$ cat src/core/pport_consts.svh
// register offsets, field positions, reset values and codes of the parallel port
`ifndef PPORT_CONSTS_SVH
`define PPORT_CONSTS_SVH

// register word offsets
`define PP_REG_CTRL 4'h0
`define PP_REG_CS1_BASE 4'h1
`define PP_REG_CS2_BASE 4'h2
`define PP_REG_CS1_MODE 4'h3
`define PP_REG_CS2_MODE 4'h4
`define PP_REG_STATUS 4'h5
`define PP_REG_ADDR_LO 4'h6
`define PP_REG_ADDR_HI 4'h7
`define PP_REG_MWRITE 4'h8
`define PP_REG_MREAD 4'h9
`define PP_REG_BUF0 4'ha
`define PP_REG_BUF1 4'hb
`define PP_REG_BUF2 4'hc
`define PP_REG_BUF3 4'hd

// reset values and writable masks
`define PP_CS1_BASE_RST 16'h0080
`define PP_CS2_BASE_RST 16'h8080
`define PP_BASE_MASK 16'hff88
`define PP_MODE_MASK 16'hf8ff
`define PP_ZERO16 16'h0000
`define PP_CS1_END 24'h0f_ffff

// control register fields
`define PP_CTRL_PMODE 1:0
`define PP_CTRL_ACKP1 2
`define PP_CTRL_ACKP2 3
`define PP_CTRL_TIMEOUT 12
`define PP_CTRL_ERROR 13
`define PP_CTRL_BUSY 15

// mode register fields
`define PP_MD_ACKM 15:14
`define PP_MD_AMWAIT 13:11
`define PP_MD_SETUP 7:6
`define PP_MD_STROBE 5:2
`define PP_MD_HOLD 1:0

// status register fields
`define PP_ST_IBF 15
`define PP_ST_INPUT_OVERFLOW_FLAG 14
`define PP_ST_INFULL 11:8
`define PP_ST_OBE 7
`define PP_ST_OUTPUT_UNDERFLOW_FLAG 6
`define PP_ST_OUTEMPTY 3:0

// port mode codes
`define PP_PM_MASTER 2'b11
`define PP_PM_ENHANCED 2'b10
`define PP_PM_BUFFERED 2'b01
`define PP_PM_LEGACY 2'b00

// acknowledge mode codes
`define PP_ACK_PLAIN 2'b10
`define PP_ACK_TIMEOUT 2'b01
`define PP_ACK_OFF 2'b00
`define PP_ACK_RSVD 2'b11

// timing figures in quarter cycles; the timeout and alternate wait base in whole cycles
`define PP_QPT 10'h004
`define PP_TIMEOUT_TCY 10'h0ff
`define PP_AMWAIT_BASE 10'h003
`define PP_STRB_WR_EXTRA 10'h002
`define PP_STRB_RD_EXTRA 10'h003
`define PP_ONE_Q 10'h001
`define PP_Q_ZERO 10'h000

`endif

$ cat src/core/pport_pkg.sv
// types shared by the parallel port design
package pport_pkg;
  // transfer sequencer phases
  typedef enum logic [2:0] {
    SEQ_IDLE,
    SEQ_SETUP,
    SEQ_STROBE,
    SEQ_HOLD,
    SEQ_GAP
  } seq_state_type;
endpackage

$ cat src/core/pport_strobe_sequencer.sv
// quarter-cycle wait-state sequencer for one master transfer
`timescale 1ns/1ns
`include "pport_consts.svh"
module pport_strobe_sequencer (
  input wire logic mclk_i,
  input wire logic rst_b_i,
  input wire logic qtick_i,
  input wire logic start_i,
  input wire logic read_i,
  input wire logic [1:0] ack_mode_i,
  input wire logic [1:0] setup_i,
  input wire logic [3:0] strobe_i,
  input wire logic [1:0] hold_i,
  input wire logic [2:0] altwait_i,
  input wire logic ack_i,
  output logic busy_o,
  output logic drive_o,
  output logic strobe_o,
  output logic capture_o,
  output logic timeout_o,
  output logic done_o
);
  // ----------------------------------------
  // state
  // ----------------------------------------
  pport_pkg::seq_state_type state_r; // current phase
  logic [9:0] cnt_r; // quarters spent in phase
  logic rd_r; // transfer direction latched
  logic [9:0] setup_len; // quarters of data setup
  logic [9:0] strb_len; // quarters of strobe
  logic [9:0] hold_len; // quarters of data hold
  logic [9:0] gap_len; // quarters of alternate master wait
  logic [9:0] to_len; // quarters before giving up on ack
  logic last_q; // this tick closes the phase

  // whole cycles to quarters
  function automatic logic [9:0] tcy_q(input logic [9:0] n);
    tcy_q = n * `PP_QPT;
  endfunction

  // ----------------------------------------
  // phase lengths
  // ----------------------------------------
  always_comb begin
    setup_len = tcy_q({8'h00, setup_i}) + `PP_ONE_Q;
    strb_len = tcy_q({6'h00, strobe_i}) + (rd_r ? `PP_STRB_RD_EXTRA : `PP_STRB_WR_EXTRA);
    hold_len = tcy_q({8'h00, hold_i}) + (rd_r ? `PP_Q_ZERO : `PP_ONE_Q);
    gap_len = tcy_q({7'h00, altwait_i} + `PP_AMWAIT_BASE);
    to_len = tcy_q((strobe_i == 4'h0) ? `PP_TIMEOUT_TCY : {6'h00, strobe_i});
  end

  // ----------------------------------------
  // phase sequencing
  // ----------------------------------------
  always_ff @(posedge mclk_i) begin
    if (!rst_b_i) begin
      state_r <= pport_pkg::SEQ_IDLE;
      cnt_r <= `PP_Q_ZERO;
      rd_r <= 1'b0;
      capture_o <= 1'b0;
      timeout_o <= 1'b0;
      done_o <= 1'b0;
    end else begin
      capture_o <= 1'b0;
      timeout_o <= 1'b0;
      done_o <= 1'b0;
      if (qtick_i && state_r != pport_pkg::SEQ_IDLE) begin
        cnt_r <= cnt_r + `PP_ONE_Q;
      end
      unique case (state_r)
        pport_pkg::SEQ_IDLE: begin
          // new transfer starts counting from zero
          if (start_i) begin
            state_r <= pport_pkg::SEQ_SETUP;
            rd_r <= read_i;
            cnt_r <= `PP_Q_ZERO;
          end
        end
        pport_pkg::SEQ_SETUP: begin
          if (last_q) begin
            state_r <= pport_pkg::SEQ_STROBE;
            cnt_r <= `PP_Q_ZERO;
          end
        end
        pport_pkg::SEQ_STROBE: begin
          if ((ack_mode_i == `PP_ACK_PLAIN && ack_i) || (ack_mode_i == `PP_ACK_TIMEOUT && (ack_i || last_q)) ||
              ((ack_mode_i == `PP_ACK_OFF || ack_mode_i == `PP_ACK_RSVD) && last_q)) begin
            capture_o <= rd_r;
            timeout_o <= (ack_mode_i == `PP_ACK_TIMEOUT) && !ack_i;
            cnt_r <= `PP_Q_ZERO;
            if (hold_len == `PP_Q_ZERO) begin
              state_r <= pport_pkg::SEQ_GAP;
              done_o <= 1'b1;
            end else begin
              state_r <= pport_pkg::SEQ_HOLD;
            end
          end
        end
        pport_pkg::SEQ_HOLD: begin
          if (last_q) begin
            state_r <= pport_pkg::SEQ_GAP;
            cnt_r <= `PP_Q_ZERO;
            done_o <= 1'b1;
          end
        end
        pport_pkg::SEQ_GAP: begin
          if (last_q) begin
            state_r <= pport_pkg::SEQ_IDLE;
            cnt_r <= `PP_Q_ZERO;
          end
        end
      endcase
    end
  end

  // ----------------------------------------
  // phase end and pin levels
  // ----------------------------------------
  always_comb begin
    last_q = 1'b0;
    unique case (state_r)
      pport_pkg::SEQ_IDLE: last_q = 1'b0;
      pport_pkg::SEQ_SETUP: last_q = qtick_i && (cnt_r == setup_len - `PP_ONE_Q);
      pport_pkg::SEQ_STROBE: last_q = qtick_i &&
        (cnt_r == ((ack_mode_i == `PP_ACK_TIMEOUT) ? to_len : strb_len) - `PP_ONE_Q);
      pport_pkg::SEQ_HOLD: last_q = qtick_i && (cnt_r == hold_len - `PP_ONE_Q);
      pport_pkg::SEQ_GAP: last_q = qtick_i && (cnt_r == gap_len - `PP_ONE_Q);
    endcase
  end

  assign busy_o = (state_r != pport_pkg::SEQ_IDLE);
  assign drive_o = (state_r == pport_pkg::SEQ_SETUP) || (state_r == pport_pkg::SEQ_STROBE) ||
                   (state_r == pport_pkg::SEQ_HOLD);
  assign strobe_o = (state_r == pport_pkg::SEQ_STROBE);
endmodule // pport_strobe_sequencer

$ cat src/core/parallel_port_cs_timing_status.sv
// parallel port: chip selects, wait states, acknowledge and slave buffer status
//
// Our own choices: the placing of the registers and strobed register access.
`timescale 1ns/1ns
`include "pport_consts.svh"
module parallel_port_cs_timing_status #(
  parameter int QTR_CLKS = 1 // clocks per quarter instruction cycle
) (
  input wire logic mclk_i,
  input wire logic rst_b_i,
  input wire logic [3:0] reg_addr_i,
  input wire logic [15:0] reg_wdata_i,
  input wire logic reg_wr_i,
  input wire logic reg_rd_i,
  output logic [15:0] reg_rdata_o,
  output logic [23:0] pm_addr_o,
  output logic pm_cs1_o,
  output logic pm_cs2_o,
  output logic pm_rd_o,
  output logic pm_wr_o,
  input wire logic ack_input_i,
  input wire logic host_cs_i,
  input wire logic host_rd_i,
  input wire logic host_wr_i,
  input wire logic [1:0] host_addr_i,
  input wire logic [7:0] data_i,
  output logic [7:0] data_o,
  output logic data_oe_b_o
);
  // ----------------------------------------
  // declarations
  // ----------------------------------------
  logic [15:0] ctrl_r; // port mode and ack polarity bits
  logic [15:0] cs1_base_r; // first select base
  logic [15:0] cs2_base_r; // second select base
  logic cs2_zero_r; // second base written whole as zero
  logic [15:0] cs1_mode_r; // first select timing
  logic [15:0] cs2_mode_r; // second select timing
  logic [23:0] maddr_r; // master transfer address
  logic [7:0] mwdata_r; // master write byte
  logic [7:0] mrdata_r; // master read byte
  logic timeout_r; // sticky timeout
  logic error_r; // sticky illegal request
  logic sel2_r; // transfer uses second select
  logic [7:0] in_buf [4]; // bytes from the host
  logic [7:0] out_buf [4]; // bytes for the host
  logic [3:0] in_full_r; // per slot unread
  logic [3:0] out_empty_r; // per slot empty
  logic in_ovf_r; // sticky overflow
  logic out_unf_r; // sticky underflow
  logic [1:0] in_ptr_r; // buffered mode write slot
  logic [1:0] out_ptr_r; // buffered mode read slot
  logic [13:0] sync1_r; // first stage, feeds only sync2
  logic [13:0] sync2_r; // second stage
  logic [13:0] sync3_r; // third stage
  logic [13:0] pin_r; // agreed pin levels
  logic hrd_prev_r; // host read seen last cycle
  logic hwr_prev_r; // host write seen last cycle
  logic [7:0] hwdata_r; // last byte seen during host write
  logic [7:0] data_r; // driven data byte
  logic data_oe_b_r; // data drive enable, low drives
  logic [15:0] rdata_r; // read answer
  logic [$clog2(QTR_CLKS+1)-1:0] qdiv_r; // quarter divider
  logic qtick; // one quarter elapsed
  logic [15:0] mode_sel; // timing of chosen select
  logic start_wr; // software asks for a write
  logic start_rd; // software asks for a read
  logic start_ok; // request is legal
  logic hit1; // address in first region
  logic hit2; // address in second region
  logic is_master; // port in master mode
  logic ack_act; // ack after polarity
  logic seq_busy; // transfer or gap in progress
  logic seq_drive; // select asserted
  logic seq_strobe; // strobe asserted
  logic seq_capture; // read byte to take
  logic seq_timeout; // ack never came
  logic seq_done; // transfer ended
  logic seq_read; // latched direction
  logic host_rd; // host read in progress
  logic host_wr; // host write in progress
  logic [1:0] hslot; // slot the host addresses
  logic sw_buf_rd; // software reads a buffer
  logic sw_buf_wr; // software writes a buffer
  logic [1:0] sw_slot; // slot software addresses

  function automatic logic [23:0] region_start(input logic [15:0] b);
    region_start = {b[15:7], 3'b000, b[3], 11'h000};
  endfunction

  // pair of slots sharing a word
  function automatic logic [3:0] pair_mask(input logic [1:0] s);
    pair_mask = s[1] ? 4'b1100 : 4'b0011;
  endfunction

  // ----------------------------------------
  // quarter cycle divider
  // ----------------------------------------
  // one enable pulse per quarter
  always_ff @(posedge mclk_i) begin
    if (!rst_b_i) begin
      qdiv_r <= '0;
    end else if (qtick) begin
      qdiv_r <= '0;
    end else begin
      qdiv_r <= qdiv_r + 1'b1;
    end
  end
  assign qtick = (qdiv_r == ($clog2(QTR_CLKS+1))'(QTR_CLKS - 1));

  // ----------------------------------------
  // pin synchronisers
  // ----------------------------------------
  // three stages; a bit moves once stages two and three agree
  always_ff @(posedge mclk_i) begin
    if (!rst_b_i) begin
      sync1_r <= '0;
      sync2_r <= '0;
      sync3_r <= '0;
      pin_r <= '0;
    end else begin
      sync1_r <= {ack_input_i, host_cs_i, host_rd_i, host_wr_i, host_addr_i, data_i};
      sync2_r <= sync1_r;
      sync3_r <= sync2_r;
      pin_r <= (sync3_r & ~(sync2_r ^ sync3_r)) | (pin_r & (sync2_r ^ sync3_r));
    end
  end

  // ----------------------------------------
  // decode and request checks
  // ----------------------------------------
  always_comb begin
    is_master = (ctrl_r[`PP_CTRL_PMODE] == `PP_PM_MASTER);
    hit2 = !cs2_zero_r && (maddr_r >= region_start(cs2_base_r));
    hit1 = !hit2 && (maddr_r >= region_start(cs1_base_r)) &&
           (cs2_zero_r ? (maddr_r <= `PP_CS1_END) : (maddr_r < region_start(cs2_base_r)));
    mode_sel = sel2_r ? cs2_mode_r : cs1_mode_r;
    start_wr = reg_wr_i && reg_addr_i == `PP_REG_MWRITE;
    start_rd = reg_wr_i && reg_addr_i == `PP_REG_MREAD;
    // illegal when not master, busy, reserved ack or unmapped
    start_ok = is_master && !seq_busy && (hit1 || hit2) &&
               ((hit2 ? cs2_mode_r[`PP_MD_ACKM] : cs1_mode_r[`PP_MD_ACKM]) != `PP_ACK_RSVD);
    ack_act = pin_r[13] == (sel2_r ? ctrl_r[`PP_CTRL_ACKP2] : ctrl_r[`PP_CTRL_ACKP1]);
  end

  // ----------------------------------------
  // transfer sequencer
  // ----------------------------------------
  pport_strobe_sequencer u_seq (
    .mclk_i(mclk_i),
    .rst_b_i(rst_b_i),
    .qtick_i(qtick),
    .start_i((start_wr || start_rd) && start_ok),
    .read_i(start_rd),
    .ack_mode_i(mode_sel[`PP_MD_ACKM]),
    .setup_i(mode_sel[`PP_MD_SETUP]),
    .strobe_i(mode_sel[`PP_MD_STROBE]),
    .hold_i(mode_sel[`PP_MD_HOLD]),
    .altwait_i(mode_sel[`PP_MD_AMWAIT]),
    .ack_i(ack_act),
    .busy_o(seq_busy),
    .drive_o(seq_drive),
    .strobe_o(seq_strobe),
    .capture_o(seq_capture),
    .timeout_o(seq_timeout),
    .done_o(seq_done)
  );

  // ----------------------------------------
  // master side registers
  // ----------------------------------------
  always_ff @(posedge mclk_i) begin
    if (!rst_b_i) begin
      sel2_r <= 1'b0;
      seq_read <= 1'b0;
      mrdata_r <= 8'h00;
    end else begin
      // select and direction chosen when accepted
      if ((start_wr || start_rd) && start_ok) begin
        sel2_r <= hit2;
        seq_read <= start_rd;
      end
      // read byte taken as strobe ends
      if (seq_capture) begin
        mrdata_r <= pin_r[7:0];
      end
    end
  end

  // ----------------------------------------
  // software registers
  // ----------------------------------------
  always_ff @(posedge mclk_i) begin
    if (!rst_b_i) begin
      ctrl_r <= `PP_ZERO16;
      cs1_base_r <= `PP_CS1_BASE_RST;
      cs2_base_r <= `PP_CS2_BASE_RST;
      cs2_zero_r <= 1'b0;
      cs1_mode_r <= `PP_ZERO16;
      cs2_mode_r <= `PP_ZERO16;
      maddr_r <= 24'h00_0000;
      mwdata_r <= 8'h00;
    end else if (reg_wr_i) begin
      unique case (reg_addr_i)
        `PP_REG_CTRL: ctrl_r <= {12'h000, reg_wdata_i[3:0]};
        `PP_REG_CS1_BASE: cs1_base_r <= reg_wdata_i & `PP_BASE_MASK;
        `PP_REG_CS2_BASE: begin
          cs2_base_r <= reg_wdata_i & `PP_BASE_MASK;
          // whole word zero in one write
          cs2_zero_r <= (reg_wdata_i == `PP_ZERO16);
        end
        `PP_REG_CS1_MODE: cs1_mode_r <= reg_wdata_i & `PP_MODE_MASK;
        `PP_REG_CS2_MODE: cs2_mode_r <= reg_wdata_i & `PP_MODE_MASK;
        `PP_REG_ADDR_LO: maddr_r[15:0] <= reg_wdata_i;
        `PP_REG_ADDR_HI: maddr_r[23:16] <= reg_wdata_i[7:0];
        `PP_REG_MWRITE: mwdata_r <= reg_wdata_i[7:0];
        default: begin
          // other offsets store nothing here
        end
      endcase
    end
  end

  // ----------------------------------------
  // sticky master flags
  // ----------------------------------------
  // write one clears; a new event in the same cycle wins
  always_ff @(posedge mclk_i) begin
    if (!rst_b_i) begin
      timeout_r <= 1'b0;
      error_r <= 1'b0;
    end else begin
      timeout_r <= seq_timeout || (timeout_r &&
        !(reg_wr_i && reg_addr_i == `PP_REG_CTRL && reg_wdata_i[`PP_CTRL_TIMEOUT]));
      error_r <= ((start_wr || start_rd) && !start_ok) || (error_r &&
        !(reg_wr_i && reg_addr_i == `PP_REG_CTRL && reg_wdata_i[`PP_CTRL_ERROR]));
    end
  end

  // ----------------------------------------
  // host strobes and slot choice
  // ----------------------------------------
  always_comb begin
    host_rd = !is_master && pin_r[12] && pin_r[11];
    host_wr = !is_master && pin_r[12] && pin_r[10];
    // slot by mode: address lines, pointer or single
    unique case (ctrl_r[`PP_CTRL_PMODE])
      `PP_PM_ENHANCED: hslot = pin_r[9:8];
      // read pointer kept at read end too, once the strobe has dropped
      `PP_PM_BUFFERED: hslot = (host_rd || hrd_prev_r) ? out_ptr_r : in_ptr_r;
      default: hslot = 2'b00;
    endcase
    sw_buf_rd = reg_rd_i && reg_addr_i >= `PP_REG_BUF0 && reg_addr_i <= `PP_REG_BUF3;
    sw_buf_wr = reg_wr_i && reg_addr_i >= `PP_REG_BUF0 && reg_addr_i <= `PP_REG_BUF3;
    sw_slot = 2'(reg_addr_i - `PP_REG_BUF0);
  end

  // ----------------------------------------
  // slave buffers and flags
  // ----------------------------------------
  always_ff @(posedge mclk_i) begin
    if (!rst_b_i) begin
      in_full_r <= 4'h0;
      out_empty_r <= 4'hf;
      in_ovf_r <= 1'b0;
      out_unf_r <= 1'b0;
      in_ptr_r <= 2'b00;
      out_ptr_r <= 2'b00;
      hrd_prev_r <= 1'b0;
      hwr_prev_r <= 1'b0;
      hwdata_r <= 8'h00;
      for (int i = 0; i < 4; i++) begin
        in_buf[i] <= 8'h00;
        out_buf[i] <= 8'h00;
      end
    end else begin
      hrd_prev_r <= host_rd;
      hwr_prev_r <= host_wr;
      // byte followed while host strobe is active; pin may drop at its end
      if (host_wr) begin
        hwdata_r <= pin_r[7:0];
      end
      if (sw_buf_rd) begin
        in_full_r <= in_full_r & ~pair_mask(sw_slot);
      end
      if (sw_buf_wr) begin
        out_buf[sw_slot] <= reg_wdata_i[7:0];
        out_empty_r <= out_empty_r & ~pair_mask(sw_slot);
      end
      // host write commits at strobe end; a full slot drops the byte
      if (hwr_prev_r && !host_wr) begin
        if (!in_full_r[hslot]) begin
          in_buf[hslot] <= hwdata_r;
          in_full_r[hslot] <= 1'b1;
        end
        in_ptr_r <= in_ptr_r + 2'b01;
      end
      // overflow on write to full slot, beats a clear
      if (hwr_prev_r && !host_wr && in_full_r[hslot]) begin
        in_ovf_r <= 1'b1;
      end else if (reg_wr_i && reg_addr_i == `PP_REG_STATUS && reg_wdata_i[`PP_ST_INPUT_OVERFLOW_FLAG]) begin
        in_ovf_r <= 1'b0;
      end
      // host read start on empty slot
      if (host_rd && !hrd_prev_r && out_empty_r[hslot]) begin
        out_unf_r <= 1'b1;
      end else if (reg_wr_i && reg_addr_i == `PP_REG_STATUS && reg_wdata_i[`PP_ST_OUTPUT_UNDERFLOW_FLAG]) begin
        out_unf_r <= 1'b0;
      end
      // host read end marks slot empty, beats a software write
      if (hrd_prev_r && !host_rd) begin
        out_empty_r[hslot] <= 1'b1;
        out_ptr_r <= out_ptr_r + 2'b01;
      end
    end
  end

  // ----------------------------------------
  // register read port
  // ----------------------------------------
  always_ff @(posedge mclk_i) begin
    if (!rst_b_i) begin
      rdata_r <= `PP_ZERO16;
    end else if (reg_rd_i) begin
      unique case (reg_addr_i)
        `PP_REG_CTRL: rdata_r <= {seq_busy, 1'b0, error_r, timeout_r, 8'h00, ctrl_r[3:0]};
        `PP_REG_CS1_BASE: rdata_r <= cs1_base_r;
        `PP_REG_CS2_BASE: rdata_r <= cs2_base_r;
        `PP_REG_CS1_MODE: rdata_r <= cs1_mode_r;
        `PP_REG_CS2_MODE: rdata_r <= cs2_mode_r;
        `PP_REG_STATUS: rdata_r <= {&in_full_r, in_ovf_r, 2'b00, in_full_r,
                                    &out_empty_r, out_unf_r, 2'b00, out_empty_r};
        `PP_REG_ADDR_LO: rdata_r <= maddr_r[15:0];
        `PP_REG_ADDR_HI: rdata_r <= {8'h00, maddr_r[23:16]};
        `PP_REG_MWRITE: rdata_r <= {8'h00, mrdata_r};
        `PP_REG_BUF0, `PP_REG_BUF1, `PP_REG_BUF2, `PP_REG_BUF3: rdata_r <= {8'h00, in_buf[sw_slot]};
        default: rdata_r <= `PP_ZERO16;
      endcase
    end else begin
      rdata_r <= `PP_ZERO16;
    end
  end
  assign reg_rdata_o = rdata_r;

  // ----------------------------------------
  // pins
  // ----------------------------------------
  // data bus: master write byte or host read byte
  always_ff @(posedge mclk_i) begin
    if (!rst_b_i) begin
      data_r <= 8'h00;
      data_oe_b_r <= 1'b1;
    end else if ((start_wr && start_ok) || (seq_drive && !seq_read)) begin
      // byte out with the select, so setup counts at the pins
      data_r <= start_wr ? reg_wdata_i[7:0] : mwdata_r;
      data_oe_b_r <= 1'b0;
    end else if (host_rd) begin
      data_r <= out_buf[hslot];
      data_oe_b_r <= 1'b0;
    end else begin
      data_oe_b_r <= 1'b1;
    end
  end
  assign data_o = data_r;
  assign data_oe_b_o = data_oe_b_r;
  assign pm_addr_o = maddr_r;
  assign pm_cs1_o = seq_drive && !sel2_r;
  assign pm_cs2_o = seq_drive && sel2_r;
  assign pm_rd_o = seq_strobe && seq_read;
  assign pm_wr_o = seq_strobe && !seq_read;
endmodule // parallel_port_cs_timing_status

$ cat config.mk
export PLATFORM = sky130hd
export DESIGN_NAME = parallel_port_cs_timing_status
export DESIGN_NICKNAME = d
export VERILOG_FILES = /design/src/core/pport_pkg.sv /design/src/core/pport_strobe_sequencer.sv /design/src/core/parallel_port_cs_timing_status.sv
export VERILOG_INCLUDE_DIRS = /design/src /design/src/core
export SDC_FILE = /design/constraint.sdc
export NUM_CORES = 1
export LEC_CHECK = 0
export BUFFER_PORTS_ARGS = -buffer_cell sky130_fd_sc_hd__buf_2
export CORE_MARGIN = 2
export CORE_UTILIZATION = 62
export CTS_BUF_LIST = sky130_fd_sc_hd__clkbuf_2
export CTS_CLUSTER_SIZE = 40
export DETAILED_ROUTE_END_ITERATION = 8
export GPL_TIMING_DRIVEN = 0
export PLACE_DENSITY_LB_ADDON = 0.25
export SLEW_MARGIN = 20
export SYNTH_ARGS = -nofsm -noshare
export SYNTH_HDL_FRONTEND = slang
export SYNTH_SLANG_ARGS = --single-unit
$ cat constraint.sdc
create_clock -name mclk_i -period 5.85 [get_ports mclk_i]
set_input_delay 0.585 -clock mclk_i [delete_from_list [all_inputs] [get_ports mclk_i]]
set_output_delay 0.585 -clock mclk_i [all_outputs]
set_load 0.05 [all_outputs]
# ---- After elaboration in Yosys (flattened, before gate mapping)
# Memory sizes are Yosys's and may differ from the RTL's.
# Index checks and enable logic that the tools add are counted.
dict set report word_totals {
  wordCells 265
  out_inout_bits 53
  in_bits 38
  ff_bits 217
  mem_bits_rw 64
  memories 2
}
dict set report op_classes {
  add_sub_neg 13
  n_bitwise 11
  eq_ne 34
  order_cmp 8
  mux 61
  n_reduce_logical 100
}
# memory depth width read_ports rd_ports_with_merged_regs write_ports line
set mem_list {}
lappend mem_list {in_buf 4 8 1 0 4 parallel_port_cs_timing_status.sv:45} ;# logic [7:0] in_buf [4];
lappend mem_list {out_buf 4 8 1 0 4 parallel_port_cs_timing_status.sv:46} ;# logic [7:0] out_buf [4];
# cell count
set ops {}
lappend ops {{$pmux 16 s10} 1}
lappend ops {{$mux 10} 5}
lappend ops {{$ge 24x24->1} 2}
lappend ops {{$mux 8} 6}
lappend ops {{$logic_and 1x1->1} 46}
lappend ops {{$eq 10x10->1} 4}
lappend ops {{$sub 10x1->10 const B} 4}
lappend ops {{$mux 4} 8}
lappend ops {{$pmux 10 s3} 1}
lappend ops {{$and 14x14->14} 2}
lappend ops {{$eq 4x4->1 const B} 6}
lappend ops {{$le 24x20->1 const B} 1}
lappend ops {{$lt 24x24->1} 1}
lappend ops {{$mux 1} 23}
lappend ops {{$reduce_and 2->1} 11}
lappend ops {{$mux 3} 6}
lappend ops {{$eq 4x3->1 const B} 4}
lappend ops {{$logic_not 16->1} 1}
lappend ops {{$mux 16} 1}
lappend ops {{$reduce_or 8->1} 2}
lappend ops {{$pmux 3 s5} 1}
lappend ops {{$not 14->14} 1}
lappend ops {{$or 14x14->14} 1}
lappend ops {{$xor 14x14->14} 1}
lappend ops {{other kinds (44)} 88}

# ---- Logic depth before layout (Yosys ltp)
dict set report depth {
  word_depth 15
  depth_mapped 18
  ltp_nobuf 17
}

# ---- Cells and area by module
# Synthesis repeated with hierarchy kept, for this count alone.
dict set report unflattened {
  hier_cells 1368
  hier_area_um2 12665.9
}
# mod cells_each area_each_um2 instances
set modules_own_cells {}
lappend modules_own_cells {parallel_port_cs_timing_status 1182 11192.0 1}
lappend modules_own_cells {pport_strobe_sequencer 186 1473.9 1}

# ---- Worst setup path before layout
# OpenSTA, ideal clock, no wires.
dict set report synth_path {
  path_type {register to register}
  start {register sel2_r}
  end {register u_seq.state_r[2]}
  stages_incl_launch_ff 19
  n_path_buf 2
  arrival_time_ns 4.114
  required_time_ns 5.762
  period_less_slack_ns 4.202
  setup_ns 0.088
  setup_slack_ns 1.648
  path_cell_list {dfxtp_1 buf_2 buf_2 mux2i_1 ha_1 inv_1 xnor2_1 nor2_1 ha_1 or3_1 a31oi_1 o21ai_0 or4_4 a211oi_2 o211ai_2 nor4_4 a21oi_2 a21o_1 o32ai_2}
}
dict set report synth_via {
  elab_chain_cells 14
  word_cells_on_any_way 43
}
# element line
set synth_rtl {}
lappend synth_rtl {{start, declared} parallel_port_cs_timing_status.sv:44} ;# logic sel2_r;
lappend synth_rtl {{start signal, assigned} parallel_port_cs_timing_status.sv:180} ;# sel2_r <= hit2;
lappend synth_rtl {{branches (longest 14 deep; another with $add 6x10->10)} --}
lappend synth_rtl {{end signal, assigned} pport_strobe_sequencer.sv:81} ;# state_r <= pport_pkg::SEQ_STROBE;
lappend synth_rtl {{end signal, assigned} pport_strobe_sequencer.sv:92} ;# state_r <= pport_pkg::SEQ_GAP;
lappend synth_rtl {{end signal, assigned} pport_strobe_sequencer.sv:95} ;# state_r <= pport_pkg::SEQ_HOLD;
lappend synth_rtl {{end, declared} pport_strobe_sequencer.sv:26} ;# pport_pkg::seq_state_type state_r;
# Parallel ways; which one is timed is not known. The select of a mux whose other input is x is not followed.
# A chain may end at the register's enable or synchronous reset.

# ---- Worst setup path after layout
# Same ends and word-level chain as after synthesis.

==> run summary <==
Clock Path Buffers - 3
Final setup fails - 0
Crit path arrival time - 5.54 ns
Final hold violations - 0
Die X - 146 um
Outcome - finished clean
CORE AREA - 20000 sq um
Clock Sinks - 281
Least-Margin Pin Slew - 1.02 ns
First-pass GRT wire length - 58400 um
1st-iter DRT viols - 1414
Antenna viol nets, final - 0
Worst Path Buf+Inv - 5
TNS Setup - 0 ns
Clk_lat worst skew - 0.87 ns
DRT Wirelength - 37500 um
Syn_nets - 1416
GP Congestion - 1.04
Final min period - 4.81 ns
Finished Cell Area - 14200 sq um
FILL cells - 1638
Post-DP HPWL - 26600 um
Final net count - 1591
Mapped Cells - 1349
Biggest cell delay along the critical path - 0.54 ns
Htree depth - 3
Leakage - 5.60 nW
Max cap viols - 0
Share of layout cells above drive strength 1 - 16.2%
Yosys cell types - 84
Post-Place Setup Slack - 1.12 ns
PnR worst setup slack - 1.04 ns
Post-synthesis cell area - 12600 sq um
Worst Path Max Fanout - 10
Sequential area share after synthesis - 49.9%
Area grow syn2layout - 13.0%
Fin. max-slew vios - 0
Root Driver - clkbuf_2
Worst-path cell chain - buf_2, buf_2, clkbuf_1, mux2i_1, inv_1, ha_1, clkbuf_1, nor2b_1, o21ai_0, a21oi_1, or4_4, a211oi_2, o211ai_2, nor4_4, a21oi_2, a21o_1, o32ai_2
Max-slew headroom - 30.0%
Ys async rst share - 0%
Pwr Density - 257 nW/um^2
Grt ovf - 0
Critical path's top delay family - buffers and inverters
Fmax - 208 MHz
Largest net degree at the start of global routing - 11
Gr usage total - 35.0%
Worst-path clk slew - 0.10 ns
CP endpoint kind - flip-flop
Post-synth EDFFs - 64
Hold Crit Class - input pin to flip-flop
CTS Buf Count - 71
Critical path type - flip-flop to flip-flop
Seq cells post-synth - 281
Drt pass-1 iters - 8
Initial cell density of the core - 62.7%
Syn Area/Cell - 9.32 sq um
Residual DRC - 0
Final core utilization - 70.9%
Required @ worst endpoint - 6.58 ns
Final non-filler cell total - 1848
VDD IR max - 0.211 mV
Placed cell area - 13300 sq um
Crit start category - flip-flop
Fin crit share - 82.3%
Vias in the first global route - 10.7k
Initial antenna violation count - 3
CP max stage cell - nor4_4
Skew final - 0.0666 ns
Die Ht - 146 um
Yosys warning count - 0
Unrepaired setup endpoints after global routing - no
CTS tree - built
IO Pins - 91
Num rows - 52
Via count - 11.2k
Vias/cell - 6.09
Placed cells - 1703
Die footprint - 21400 sq um
Prevailing post-synth register cell - dfxtp_1
Wire length per cell - 20.3 um
Port bufs - 83
-- worst paths after layout --
check / from / end / slack [ns] / cells after the start
worst max-delay path: sel2_r / u_seq.state_r[2] / 1.04 / 17
worst min-delay path: reg_wdata_i[15] / pm_addr_o[15] / 0.04 / 3
worst max register to register: sel2_r / u_seq.state_r[2] / 1.04 / 17
worst min register to register: sync1_r[6] / sync2_r[6] / 0.43 / 1
-- flip-flops by register name, indices dropped and copies added, names as in the netlist, 13 cells and up, named ones only --
signal and cells:
cs1_mode_r 13, cs2_mode_r 13, in_buf 32, out_buf 32, pm_addr_o 24, reg_rdata_o 16
sync1_r 14, sync2_r 14, sync3_r 14
-- cells by family (layout without fill, tap and decap cells) --
family	after synthesis	in the layout	share of synthesized area, %
xor gates and xnor gates	19	19	1.32
and+or+nand+nor	515	515	19.7
AOI/OAI and AO/OA	312	312	16.1
DFF	281	281	49.9
adders and majority gates	29	29	2.89
buffers and inverters	134	362	4.58
muxes	58	58	5.49
other	1	2	0.0298
-- per-layer routing --
metal  GRT usage [%]  routed length (um)  share of wire, %
met2            56.7               17500                47
met5               0                  13             0.035
met3            8.06                3870                10
met1            45.4               14700                39
met4            14.9                1420               3.8
-- timing repair --
item | in CTS | in global routing
resized for setup | 0 | 0
setup buffers | 0 | 0
endpoints found under the hold margin | 23 | 0
hold buffers | 18 | 0
-- Yosys cell counts, types with 20 or more instances --
cell	count	area share [%]
a21oi_1	118	4.7
a22oi_1	41	2.4
and2_1	59	2.9
and3_1	30	1.5
clkbuf_1	65	1.9
dfxtp_1	217	35
edfxtp_1	64	15
ha_1	29	2.9
inv_1	47	1.4
mux2i_1	44	3.5
nand2_1	208	6.2
nand3_1	32	1.3
nor2_1	101	3.0
nor3_1	20	0.80
o21ai_0	43	1.7
-- tightest hold or removal path, delay by kind of cell --
| family | cells | cell delay [ns] |
|---|---|---|
| AO/OA/AOI/OAI | 1 | 0.05 |
| AND/OR/NAND/NOR | 1 | 0.07 |
| buffers and inverters | 1 | 0.15 |
-- placed cells by master, fill, tap and decap left out, drive strengths merged, types with 7 or more instances in the layout --
cell type,count
a22oi,41
nor2,101
a31oi,20
a21o,9
clkinv,10
ha,29
nand3,32
mux4,8
o21ai,43
dfxtp,217
a22o,7
a21oi,119
a222oi,7
a221oi,11
nor3,20
xor2,10
buf,101
and2,60
xnor2,9
and3,31
inv,49
nand4,9
dlygate4sd3,18
mux2i,45
a211oi,21
edfxtp,64
clkbuf,180
nand2,208
nor4,11
-- layout make-up --
class / instances / area, sq um / area share (%)
clock buffer: 110 / 551 / 3.88
antenna: 1 / 2.50 / 0.0176
inverter: 47 / 176 / 1.24
timing repair buffer: 102 / 603 / 4.25
buffer: 87 / 399 / 2.81
sequential: 281 / 6270 / 44.1
clock inverter: 16 / 120 / 0.846
multi-input combinational: 934 / 5740 / 40.4
tap: 270 / 338 / 2.38
-- metrics by stage --
step / total power [mW] / hold WS, ns
2_1_floorplan: 2.21 / 0.412
3_3_place_gp: 2.29 / 0.414
3_5_place_dp: 2.29 / 0.420
4_1_cts: 3.65 / 0.00487
5_1_grt: 3.78 / 0.0152
6_report: 3.65 / 0.0386
-- report_power, final --
group | internal (mW) | switching [mW]
Combinational | 0.0680 | 0.151
Clock | 0.583 | 0.804
Sequential | 2.02 | 0.0227
Note: power is estimated with default switching activity, not from simulation.
